<file path="config.mk">
export PLATFORM = sky130hd
export DESIGN_NAME = ofrc_ctrl
export DESIGN_NICKNAME = d
export VERILOG_FILES = /design/src/inc/ofrc_pkg.sv /design/src/logic/ofrc_sync2.sv /design/src/logic/ofrc_unit_timer.sv /design/src/logic/ofrc_ctrl.sv
export SDC_FILE = /design/constraint.sdc
export NUM_CORES = 1
export LEC_CHECK = 0
export BUFFER_PORTS_ARGS = -buffer_cell sky130_fd_sc_hd__buf_2
export CAP_MARGIN = 20
export CORE_UTILIZATION = 35
export DETAILED_ROUTE_END_ITERATION = 7
export GPL_TIMING_DRIVEN = 0
export HOLD_SLACK_MARGIN = 0.05
export PLACE_DENSITY_LB_ADDON = 0.15
export REMOVE_ABC_BUFFERS = 1
export SETUP_SLACK_MARGIN = 0.3
export SLEW_MARGIN = 25
export SYNTH_ARGS = -nofsm -noshare
export SYNTH_HDL_FRONTEND = slang
export SYNTH_SLANG_ARGS = --single-unit
</file>
<file path="constraint.sdc">
create_clock -name clk_i -period 3.9 [get_ports clk_i]
set_input_delay 0.39 -clock clk_i [delete_from_list [all_inputs] [get_ports clk_i]]
set_output_delay 0.39 -clock clk_i [all_outputs]
set_load 0.1 [all_outputs]
</file>
<file path="src/inc/ofrc_pkg.sv">
// constants and types for the over-temperature fault response controller
// Summary of operation
// RL1: code 00 keeps output running during fault
// RL2: code 01 runs on for programmed delay
// RL3: fault still present after delay: apply retries
// RL4: code 10 disables output, then retries
// RL5: code 11 latches off until cleared
// RL6: commanded off then on clears latch
// RL7: retry code 000 never restarts
// RL8: codes 001..011 restart one to three times
// RL9: failed retries leave output latched off
// RL10: attempts spaced by retry time units
// RL11: time code n selects two-power-n units
// RL12: codes 101, 110 restart five, six times
// RL13: code 111 retries without limit
// RL14: unit duration comes from separate setting
// RL15: attempt counter zeroed on clear or shutdown; code keeps it on a code 11 shutdown or a clear in run or delay
package ofrc_pkg;

  // register map
  localparam logic [7:0] OFRC_ACTION_ADDR  = 8'h50;
  localparam logic [7:0] OFRC_ACTION_RESET = 8'h80;

  // field positions inside the action register
  localparam int OFRC_MODE_HI  = 7;
  localparam int OFRC_MODE_LO  = 6;
  localparam int OFRC_RTRY_HI  = 5;
  localparam int OFRC_RTRY_LO  = 3;
  localparam int OFRC_TIME_HI  = 2;
  localparam int OFRC_TIME_LO  = 0;

  // retry count code that means no limit
  localparam logic [2:0] OFRC_RETRY_FOREVER = 3'h7;
  // values after reset
  localparam logic [2:0] OFRC_ATTEMPT_RESET = 3'h0;
  localparam logic [15:0] OFRC_UNIT_RESET   = 16'h0000;
  localparam logic [7:0]  OFRC_COUNT_RESET  = 8'h00;

  // response selected by bits 7:6
  typedef enum logic [1:0] {
    OFRC_IGNORE    = 2'b00,
    OFRC_RUN_DELAY = 2'b01,
    OFRC_OFF_RETRY = 2'b10,
    OFRC_OFF_LATCH = 2'b11
  } ofrc_mode_t;

  // controller states
  typedef enum logic [2:0] {
    OFRC_ST_RUN   = 3'b000,
    OFRC_ST_DELAY = 3'b001,
    OFRC_ST_WAIT  = 3'b010,
    OFRC_ST_LATCH = 3'b011,
    OFRC_ST_CMDOFF = 3'b100
  } ofrc_state_t;

endpackage : ofrc_pkg

</file>
<file path="src/logic/ofrc_sync2.sv">
// two-stage synchroniser for pins entering the clock domain
`timescale 1ns/100ps
`default_nettype none
module ofrc_sync2 #(
  parameter int   WIDTH = 1,
  parameter logic RST_VAL = 1'b0
) (
  // clock and reset
  input  wire logic             clk_i,
  input  wire logic             rst_b_i,
  // asynchronous level in, synchronised level out
  input  wire logic [WIDTH-1:0] async_i,
  output var  logic [WIDTH-1:0] sync_o
);

  logic [WIDTH-1:0] meta_ff;

  // first stage is read only by the second stage
  always_ff @(posedge clk_i) begin
    if (!rst_b_i) begin
      meta_ff <= {WIDTH{RST_VAL}};
      sync_o  <= {WIDTH{RST_VAL}};
    end else begin
      meta_ff <= async_i;
      sync_o  <= meta_ff;
    end
  end

endmodule : ofrc_sync2
`default_nettype wire

</file>
<file path="src/logic/ofrc_unit_timer.sv">
// delay timer counting a number of time units of programmable length
`timescale 1ns/100ps
`default_nettype none
module ofrc_unit_timer #(
  parameter int UNIT_W  = 16,
  parameter int COUNT_W = 8
) (
  // clock and reset
  input  wire logic               clk_i,
  input  wire logic               rst_b_i,
  // control
  input  wire logic               start_i,
  input  wire logic               stop_i,
  input  wire logic [COUNT_W-1:0] units_i,
  input  wire logic [UNIT_W-1:0]  unit_cycles_i,
  // status
  output var  logic               busy_o,
  output var  logic               done_o
);

  logic [UNIT_W-1:0]  pre_ff;
  logic [COUNT_W-1:0] left_ff;
  logic               unit_end;

  // a unit of zero cycles is taken as one so the timer always ends
  assign unit_end = (pre_ff >= unit_cycles_i) || (unit_cycles_i <= UNIT_W'(1));

  // prescaler and unit counter; start restarts a running count
  always_ff @(posedge clk_i) begin
    if (!rst_b_i) begin
      pre_ff  <= '0;
      left_ff <= '0;
      busy_o  <= 1'b0;
      done_o  <= 1'b0;
    end else begin
      done_o <= 1'b0;
      if (stop_i) begin
        busy_o <= 1'b0;
      end else if (start_i) begin
        pre_ff  <= UNIT_W'(1);
        left_ff <= units_i;
        busy_o  <= 1'b1;
      end else if (busy_o) begin
        if (unit_end) begin
          pre_ff  <= UNIT_W'(1);
          left_ff <= left_ff - COUNT_W'(1);
          if (left_ff <= COUNT_W'(1)) begin
            busy_o <= 1'b0;
            done_o <= 1'b1;
          end
        end else begin
          pre_ff <= pre_ff + UNIT_W'(1);
        end
      end
    end
  end

endmodule : ofrc_unit_timer
`default_nettype wire

</file>
<file path="src/logic/ofrc_ctrl.sv">
// over-temperature fault response controller top level
`timescale 1ns/100ps
`default_nettype none
module ofrc_ctrl #(
  parameter int UNIT_W = 16
) (
  // clock and reset
  input  wire logic              clk_i,
  input  wire logic              rst_b_i,
  // register port from the command engine
  input  wire logic              cfg_wr_i,
  input  wire logic [7:0]        cfg_addr_i,
  input  wire logic [7:0]        cfg_wdata_i,
  output var  logic [7:0]        cfg_rdata_o,
  // time unit setting, clock cycles per delay unit
  input  wire logic [UNIT_W-1:0] unit_cycles_i,
  // fault and clearing events from logic
  input  wire logic              fault_i,
  input  wire logic              op_on_i,
  input  wire logic              clear_status_i,
  input  wire logic              clear_faults_i,
  // pins
  input  wire logic              ctrl_pin_i,
  input  wire logic              reset_pin_b_i,
  // power stage and status
  output var  logic              power_en_o,
  output var  logic              fault_flag_o,
  output var  logic              latched_o,
  output var  logic              retrying_o,
  output var  logic [2:0]        attempt_cnt_o,
  output var  logic [2:0]        state_o
);

  // code n selects 2**n delay units
  function automatic logic [7:0] units_of(input logic [2:0] code);
    units_of = 8'h01 << code;
  endfunction : units_of

  // true once the attempts made reach the allowed count
  function automatic logic retries_spent(input logic [2:0] code, input logic [2:0] done);
    retries_spent = (code != ofrc_pkg::OFRC_RETRY_FOREVER) && (done >= code);
  endfunction : retries_spent

  logic [7:0]             action_ff;
  logic                   ctrl_s;
  logic                   rst_pin_b_s;
  logic                   fault_q_ff;
  logic [2:0]             attempt_ff;
  logic [2:0]             nxt_attempt;
  ofrc_pkg::ofrc_state_t  state_ff;
  ofrc_pkg::ofrc_state_t  nxt_state;
  ofrc_pkg::ofrc_mode_t   mode;
  logic [2:0]             retry_code;
  logic [2:0]             time_code;
  logic                   cmd_on;
  logic                   clear_evt;
  logic                   tmr_start;
  logic                   tmr_stop;
  logic                   tmr_busy;
  logic                   tmr_done;
  logic                   fault_rise;

  // pins cross into the clock domain before any use
  ofrc_sync2 #(.WIDTH(1), .RST_VAL(1'b0)) u_ctrl_sync (
    .clk_i   (clk_i),
    .rst_b_i (rst_b_i),
    .async_i (ctrl_pin_i),
    .sync_o  (ctrl_s)
  );

  ofrc_sync2 #(.WIDTH(1), .RST_VAL(1'b1)) u_rst_sync (
    .clk_i   (clk_i),
    .rst_b_i (rst_b_i),
    .async_i (reset_pin_b_i),
    .sync_o  (rst_pin_b_s)
  );

  // field decode of the action setting
  assign mode       = ofrc_pkg::ofrc_mode_t'(action_ff[ofrc_pkg::OFRC_MODE_HI:ofrc_pkg::OFRC_MODE_LO]);
  assign retry_code = action_ff[ofrc_pkg::OFRC_RTRY_HI:ofrc_pkg::OFRC_RTRY_LO];
  assign time_code  = action_ff[ofrc_pkg::OFRC_TIME_HI:ofrc_pkg::OFRC_TIME_LO];

  // output wanted only while both pin and operation command say on
  assign cmd_on    = ctrl_s & op_on_i; // see RL6
  assign clear_evt = clear_status_i | clear_faults_i | ~rst_pin_b_s; // see RL5

  // action register, written by the command engine
  always_ff @(posedge clk_i) begin
    if (!rst_b_i) begin
      action_ff <= ofrc_pkg::OFRC_ACTION_RESET;
    end else if (cfg_wr_i && (cfg_addr_i == ofrc_pkg::OFRC_ACTION_ADDR)) begin
      action_ff <= cfg_wdata_i;
    end
  end

  // readback; other addresses answer zero
  always_ff @(posedge clk_i) begin
    if (!rst_b_i) begin
      cfg_rdata_o <= 8'h00;
    end else if (cfg_addr_i == ofrc_pkg::OFRC_ACTION_ADDR) begin
      cfg_rdata_o <= action_ff;
    end else begin
      cfg_rdata_o <= 8'h00;
    end
  end

  // one timer serves both the run-on delay and the retry spacing
  ofrc_unit_timer #(.UNIT_W(UNIT_W), .COUNT_W(8)) u_timer (
    .clk_i         (clk_i),
    .rst_b_i       (rst_b_i),
    .start_i       (tmr_start),
    .stop_i        (tmr_stop),
    .units_i       (units_of(time_code)),  // see RL11
    .unit_cycles_i (unit_cycles_i),        // see RL14
    .busy_o        (tmr_busy),
    .done_o        (tmr_done)
  );

  // response sequencing
  always_comb begin
    nxt_state   = state_ff;
    nxt_attempt = attempt_ff;
    tmr_start   = 1'b0;
    tmr_stop    = 1'b0;
    unique case (state_ff)
      ofrc_pkg::OFRC_ST_RUN: begin
        // faults only matter while the output is commanded on
        if (fault_i && cmd_on) begin
          unique case (mode)
            ofrc_pkg::OFRC_IGNORE: begin
              nxt_state = ofrc_pkg::OFRC_ST_RUN; // see RL1
            end
            ofrc_pkg::OFRC_RUN_DELAY: begin
              nxt_state = ofrc_pkg::OFRC_ST_DELAY; // see RL2
              tmr_start = 1'b1;
            end
            ofrc_pkg::OFRC_OFF_RETRY: begin
              nxt_attempt = ofrc_pkg::OFRC_ATTEMPT_RESET; // see RL15
              if (retry_code == 3'h0) begin
                nxt_state = ofrc_pkg::OFRC_ST_LATCH; // see RL7
              end else begin
                nxt_state = ofrc_pkg::OFRC_ST_WAIT; // see RL4
                tmr_start = 1'b1;
              end
            end
            ofrc_pkg::OFRC_OFF_LATCH: begin
              nxt_state = ofrc_pkg::OFRC_ST_LATCH; // see RL5
            end
          endcase
        end
      end
      ofrc_pkg::OFRC_ST_DELAY: begin
        if (!cmd_on) begin
          tmr_stop  = 1'b1;
          nxt_state = ofrc_pkg::OFRC_ST_RUN;
        end else if (tmr_done) begin
          if (!fault_i) begin
            nxt_state = ofrc_pkg::OFRC_ST_RUN;
          end else if (retry_code == 3'h0) begin
            nxt_attempt = ofrc_pkg::OFRC_ATTEMPT_RESET; // see RL15
            nxt_state   = ofrc_pkg::OFRC_ST_LATCH; // see RL3
          end else begin
            nxt_attempt = ofrc_pkg::OFRC_ATTEMPT_RESET; // see RL15
            nxt_state   = ofrc_pkg::OFRC_ST_WAIT; // see RL3
            tmr_start   = 1'b1;
          end
        end else if (!tmr_busy) begin
          // an idle timer here would strand the delay, so rearm it
          tmr_start = 1'b1;
        end
      end
      ofrc_pkg::OFRC_ST_WAIT: begin
        if (clear_evt) begin
          tmr_stop    = 1'b1;
          nxt_attempt = ofrc_pkg::OFRC_ATTEMPT_RESET; // see RL15
          nxt_state   = ofrc_pkg::OFRC_ST_RUN;
        end else if (!cmd_on) begin
          tmr_stop  = 1'b1; // see RL13
          nxt_state = ofrc_pkg::OFRC_ST_CMDOFF;
        end else if (tmr_done) begin
          // saturate so the unlimited code never wraps the count
          if (attempt_ff != 3'h7) begin
            nxt_attempt = attempt_ff + 3'h1; // see RL8
          end
          if (!fault_i) begin
            nxt_state = ofrc_pkg::OFRC_ST_RUN;
          end else if (retries_spent(retry_code, attempt_ff + 3'h1)) begin
            nxt_state = ofrc_pkg::OFRC_ST_LATCH; // see RL9 see RL12
          end else begin
            tmr_start = 1'b1; // see RL10 see RL13
          end
        end else if (!tmr_busy) begin
          // same guard as the delay: never wait on a stopped timer
          tmr_start = 1'b1;
        end
      end
      ofrc_pkg::OFRC_ST_LATCH: begin
        if (clear_evt) begin
          nxt_attempt = ofrc_pkg::OFRC_ATTEMPT_RESET; // see RL15
          nxt_state   = ofrc_pkg::OFRC_ST_RUN; // see RL5
        end else if (!cmd_on) begin
          nxt_state = ofrc_pkg::OFRC_ST_CMDOFF; // see RL6
        end
      end
      ofrc_pkg::OFRC_ST_CMDOFF: begin
        if (cmd_on || clear_evt) begin
          nxt_attempt = ofrc_pkg::OFRC_ATTEMPT_RESET; // see RL15
          nxt_state   = ofrc_pkg::OFRC_ST_RUN; // see RL6
        end
      end
      default: begin
        nxt_state = ofrc_pkg::OFRC_ST_LATCH;
      end
    endcase
  end

  // response state
  always_ff @(posedge clk_i) begin
    if (!rst_b_i) begin
      state_ff <= ofrc_pkg::OFRC_ST_RUN;
    end else begin
      state_ff <= nxt_state;
    end
  end

  // restart attempts made in the current sequence
  always_ff @(posedge clk_i) begin
    if (!rst_b_i) begin
      attempt_ff <= ofrc_pkg::OFRC_ATTEMPT_RESET;
    end else begin
      attempt_ff <= nxt_attempt;
    end
  end

  // power enable follows the next state so it never lags a shutdown
  always_ff @(posedge clk_i) begin
    if (!rst_b_i) begin
      power_en_o <= 1'b0;
    end else begin
      power_en_o <= cmd_on && ((nxt_state == ofrc_pkg::OFRC_ST_RUN) ||
                               (nxt_state == ofrc_pkg::OFRC_ST_DELAY)); // see RL1 see RL2
    end
  end

  // previous fault level; resets to the idle level so no false edge follows
  always_ff @(posedge clk_i) begin
    if (!rst_b_i) begin
      fault_q_ff <= 1'b0;
    end else begin
      fault_q_ff <= fault_i;
    end
  end

  // only a new fault edge sets the status bit, a standing level does not
  assign fault_rise = fault_i && !fault_q_ff;

  // sticky status bit; a new fault edge wins over a clear
  always_ff @(posedge clk_i) begin
    if (!rst_b_i) begin
      fault_flag_o <= 1'b0;
    end else if (fault_rise) begin
      fault_flag_o <= 1'b1;
    end else if (clear_evt) begin
      fault_flag_o <= 1'b0; // see RL5
    end
  end

  // latched-off status
  always_ff @(posedge clk_i) begin
    if (!rst_b_i) begin
      latched_o <= 1'b0;
    end else begin
      latched_o <= (nxt_state == ofrc_pkg::OFRC_ST_LATCH);
    end
  end

  // waiting-for-retry status
  always_ff @(posedge clk_i) begin
    if (!rst_b_i) begin
      retrying_o <= 1'b0;
    end else begin
      retrying_o <= (nxt_state == ofrc_pkg::OFRC_ST_WAIT);
    end
  end

  // attempt count seen from outside
  always_ff @(posedge clk_i) begin
    if (!rst_b_i) begin
      attempt_cnt_o <= ofrc_pkg::OFRC_ATTEMPT_RESET;
    end else begin
      attempt_cnt_o <= nxt_attempt;
    end
  end

  // state seen from outside, registered so it never glitches
  always_ff @(posedge clk_i) begin
    if (!rst_b_i) begin
      state_o <= ofrc_pkg::OFRC_ST_RUN;
    end else begin
      state_o <= nxt_state;
    end
  end

endmodule : ofrc_ctrl
`default_nettype wire

</file>
# --- Word-level counts from Yosys, hierarchy flattened ---
# Cells that the tools add are included.
word_totals:
  wordCells: 135
  ff_bits: 57
op_classes:
  n_bitwise: 8
  n_mux: 56
  n_eq_ne: 23
  addsub: 3
  n_reduce_logical: 23
  shifts: 1
  n_lt_le_gt_ge: 4
op_table:
  columns: ["cell", "count"]
  rows:
  - ["2-to-1 mux 3 bit", 22]
  - ["2-to-1 mux 16 bit", 3]
  - ["case mux 3 bit (5 select lines)", 2]
  - ["2-to-1 mux 8 bit", 3]
  - ["2-to-1 mux 1 bit", 21]
  - ["adder 16 x 1 -> 16 bit (second input constant)", 1]
  - [">= comparator 16 bit", 1]
  - ["less-or-equal comparator 16 x 1 -> 1 bit (second input constant)", 1]
  - ["== test 3 x 2 -> 1 bit (second input constant)", 4]
  - ["!= test 3 bit (second input constant)", 4]
  - ["case mux 3 bit (4 select lines)", 1]
  - ["AND reduction 11 bit", 1]
  - ["!= test 2 bit (second input constant)", 5]
  - ["zero test 3 bit", 3]
  - ["== test 8 x 7 -> 1 bit (second input constant)", 1]
  - ["less-or-equal comparator 8 x 1 -> 1 bit (second input constant)", 1]
  - ["left shift 1 x 3 -> 8 bit (first input constant)", 1]
  - ["subtractor 8 x 1 -> 8 bit (second input constant)", 1]
  - ["== test 3 x 1 -> 1 bit (second input constant)", 2]
  - ["nonzero test 2 bit", 3]
  - ["logical AND 1 bit", 5]
  - ["inverter 1 bit", 5]
  - ["nonzero test 5 bit", 1]
  - ["OR reduction 5 bit", 1]
  - ["18 further kinds", 25]

# --- Logic depth before layout (Yosys ltp) ---
logic_depth:
  depth_word: 12
  depth_mapped: 12
  depth_no_buf: 10

# --- Cells and area by module ---
# Synthesis repeated with hierarchy kept, for this count alone.
hier_totals:
  hier_cells: 392
  area_unflattened_um2: 3280.6
modules_own_cells:
  columns: ["mod", "seq_area_each_um2", "area_per_inst_um2", "cells_per_inst", "instances"]
  rows:
  - ["ofrc_unit_timer", 520.5, 1745.4, 223, 1]
  - ["ofrc_ctrl", 540.5, 1430.1, 161, 1]
  - ["ofrc_sync2", 40.0, 52.6, 4, 2]

# --- Worst setup path after synthesis ---
# OpenSTA, ideal clock, no wires.
synth_path:
  path_kind: "reg2reg"
  from: "register, netlist name attempt_cnt_o[0]"
  to: "register u_timer.pre_ff[8]"
  n_path_buf: 0
  setup_slack_ns: 0.442
  path_stages_with_launch: 11
  t_arrival_ns: 3.390
  t_required_ns: 3.831
  synth_period_minus_slack_ns: 3.458
  path_cell_list: "dfxtp_1 -> ha_1 -> ha_1 -> ha_1 -> a21o_1 -> a31oi_1 -> o211ai_1 -> nand3b_2 -> or3b_1 -> or4_1 -> o21ai_1"
synth_rtl:
  columns: ["element", "line_no", "rtl"]
  rows:
  - ["end signal, assigned", "ofrc_unit_timer.sv:52", "pre_ff <= pre_ff + UNIT_W'(1);"]
  - ["end, declared", "ofrc_unit_timer.sv:21", "logic [UNIT_W-1:0] pre_ff;"]

==> results.cfg <==
[place]
dp_hpwl_mm = 5.43
pre_cts_ws_ns = 0.228
io_buffer_count = 58
gp_congestion = 0.792
placed_cells = 565

[outcome]
outcome = finished, final reports clean

[min_path]
hold_path.class = in -> reg
hp-start = reset_pin_b_i
holdPathStages = 2
whs_endpoint = u_rst_sync.meta_ff$_SDFF_PN1_

[timing]
final.setup.tns_ns = 0
period_share_pct = 85.1
fin_skew_ns = 0.0100
fin_ws_ns = 0.580
timing.fmax_mhz = 301
period_needed_ns = 3.32
hold_viol = 0
slew_violations = 0
rsz0062_at_grt = no
setup_violations = 0
tightestPinTransition_ns = 0.821
max_slew_margin_pct = 45.2

[flow_run]
max_cap_viol_count = 0

[critical_path]
crit_arrival_ns = 3.59
regToRegSetupSlack_ns = 0.58
path_class = reg -> reg
r2r_end = u_timer.pre_ff[8]$_SDFFE_PN0P_
worstRegToRegCells = 10
required_ns = 4.17
r2r_start = attempt_cnt_o[0]$_SDFFE_PN0P_
cp_max_fo = 20
worstSetupStartpointType = flop
endpoint_kind = flop

[clock_tree]
clockRootBuffer = clkbuf_8
cts.clk_slew.worst_paths_ns = 0.06
cts_tree = built
cts_inserted_buffers = 9
post_cts_buffers = 0
cts_sinks = 57
cts_max_level = 3
worstSkewPairLatency_ns = 0.33
ctsLongestPathBuffers = 2

[floorplanning]
io_pins = 59
fp.coreArea_mm2 = 0.00928
die_w_um = 100
std_cell_rows = 35
start_util_pct = 36.2
dieArea_mm2 = 0.00999
chipHeight_um = 100

[synthesis]
synth_top_family_by_area = simple AND/OR/NAND/NOR gates
yosys.area.top_type = dfxtp_1
synth_area_leaders = dfxtp_1 34%, ha_1 10%, nor2_1 3.6%, and2_1 3.2%, a21oi_1 3.0%
netlist_instances = 398
synthMuxAreaShare_pct = 2.68
ys_types = 60
avgSynthCellArea_um2 = 8.44
synth_simple_gate_area_share_pct = 29.2
synthDominantCellAreaShare_pct = 34.0
seq_area_frac_synth_pct = 34.0
synth-async-reset-ratio_pct = 0
synth_compound_area_share_pct = 17.8
synthTopCellsByCount = 57 x dfxtp_1, 32 x nor2_1, 27 x ha_1, 26 x inv_1, 26 x nand2_1
yosys.area_share.xor_xnor_pct = 0.782
syn-cell-area_mm2 = 0.00336
synth_warnings = 0
synth_edf_count = 0
yosys.area_share.adder_pct = 10.1
synth_seq_cells = 57
yosysMostFrequentCell = dfxtp_1
synthFlopType = dfxtp_1

[global_routing]
grt_pass1_wl_mm = 13.2
grt_usage_pct = 16.4
grt_max_degree = 38
grt_pass1_vias = 2817
antenna_found_initial = 0
overflow = 0

[routing]
wl_mm = 7.65
drc = 0
vias_per_cell = 5.18
antenna_left = 0
drtPass1Iterations = 4
vias = 3007
drtIter0Drc = 111
wl_per_cell_um = 13.2

[final_layout]
nFillCells = 975
syn_to_final_growth_pct = 17.1
final_util_pct = 42.4
final_cells = 581
layout.nets = 515
antenna_cells = 0
drive_above_1_share_pct = 19.2

[pwr]
leakagePower_uw = 0.00184
power_density_mw_per_mm2 = 307
p_total_uw = 1210
ir_drop_mv = 0.160
## routing by layer
| layer | routed length, µm | vias up | track usage, % |
|---|---|---|---|
| li1 | - | 1548 | - |
| met1 | 3880 | 1405 | 21.0 |
| met2 | 3480 | 49 | 27.1 |
| met3 | 234 | 5 | 4.87 |
| met4 | 68 | 0 | 4.01 |
| met5 | 0 | - | 0 |
## cells by family (layout without fill, tap and decap cells)
kind of cell | count (synthesis) | after routing
DFF | 57 | 57
and+or+nand+nor | 169 | 169
muxes | 9 | 9
AOI/OAI and AO/OA | 87 | 87
adders and majority gates | 27 | 27
xor gates and xnor gates | 3 | 3
buffers and inverters | 46 | 100
## through the flow
| stage | area [µm²] | hold slack, ns |
|---|---|---|
| finish | 3930 | 0.244 |
| global placement | 3720 | 0.400 |
| detailed placement | 3730 | 0.393 |
| global route | 3930 | 0.213 |
| floorplan | 3270 | 0.386 |
| CTS | 3930 | 0.229 |
## worst max-delay path, cell delays in order, from the launching register on
cell and delay (ns):
dfxtp_1 0.35, ha_1 0.21, ha_1 0.30, ha_1 0.30, a21o_1 0.18, a31oi_1 0.26
o211ai_1 0.20, a31oi_4 0.50, or3b_1 0.41, or4_1 0.46, o21ai_1 0.08
## cell type report
cell class	count	area (µm²)	share of cell area [%]
well taps	129	161	4.10
clock buffers	11	141	3.60
multi-input cells	295	2050	52.0
inverters	26	97.6	2.48
repair buffers	58	290	7.38
clock inverters	5	55.1	1.40
flip-flops and latches	57	1140	29.0
## layout by cell type, fill, tap and decap left out, types with 12 or more instances in the layout
cell / n
nor2_1: 32
and3_1: 12
dfxtp_1: 57
and2_1: 17
a21oi_1: 20
inv_1: 26
buf_2: 58
ha_1: 27
nand2_1: 26
## worst max path at each step
stage,to,cells after the start,startpoint
floorplan,u_timer.pre_ff[8]$_SDFFE_PN0P_,10,attempt_cnt_o[0]$_SDFFE_PN0P_
global placement,u_timer.left_ff[0]$_SDFFE_PN0P_,10,attempt_cnt_o[0]$_SDFFE_PN0P_
detailed placement,u_timer.left_ff[0]$_SDFFE_PN0P_,10,attempt_cnt_o[0]$_SDFFE_PN0P_
CTS,u_timer.pre_ff[8]$_SDFFE_PN0P_,10,attempt_cnt_o[0]$_SDFFE_PN0P_
global route,u_timer.pre_ff[8]$_SDFFE_PN0P_,10,attempt_cnt_o[0]$_SDFFE_PN0P_
finish,u_timer.pre_ff[8]$_SDFFE_PN0P_,10,attempt_cnt_o[0]$_SDFFE_PN0P_
## report_power, final
part | internal, µW | total (µW) | leakage, µW | switching, µW
Sequential | 586 | 588 | 0.000460 | 2.00
Combinational | 28.4 | 71.6 | 0.00129 | 43.2
Clock | 310 | 548 | 0.0000953 | 238
## state kept, by name (all words and copies together) (netlist names)
name,cells
fault_q_ff,1
u_ctrl_sync.meta_ff,1
latched_o,1
power_en_o,1
u_timer.busy_o,1
action_ff,8
u_timer.left_ff,8
u_rst_sync.sync_o,1
fault_flag_o,1
retrying_o,1
u_ctrl_sync.sync_o,1
state_o,3
u_rst_sync.meta_ff,1
u_timer.pre_ff,16
cfg_rdata_o,8
u_timer.done_o,1
attempt_cnt_o,3
## repair_timing
item                                    4_1_cts  5_1_grt
endpoints found under the setup margin        2        1
cloned                                        0        0
hold buffers                                  0        0
resized for setup                             1        0
endpoints found under the hold margin         0        0
pin swaps                                     0        1
(Power assumes the default switching activity.)
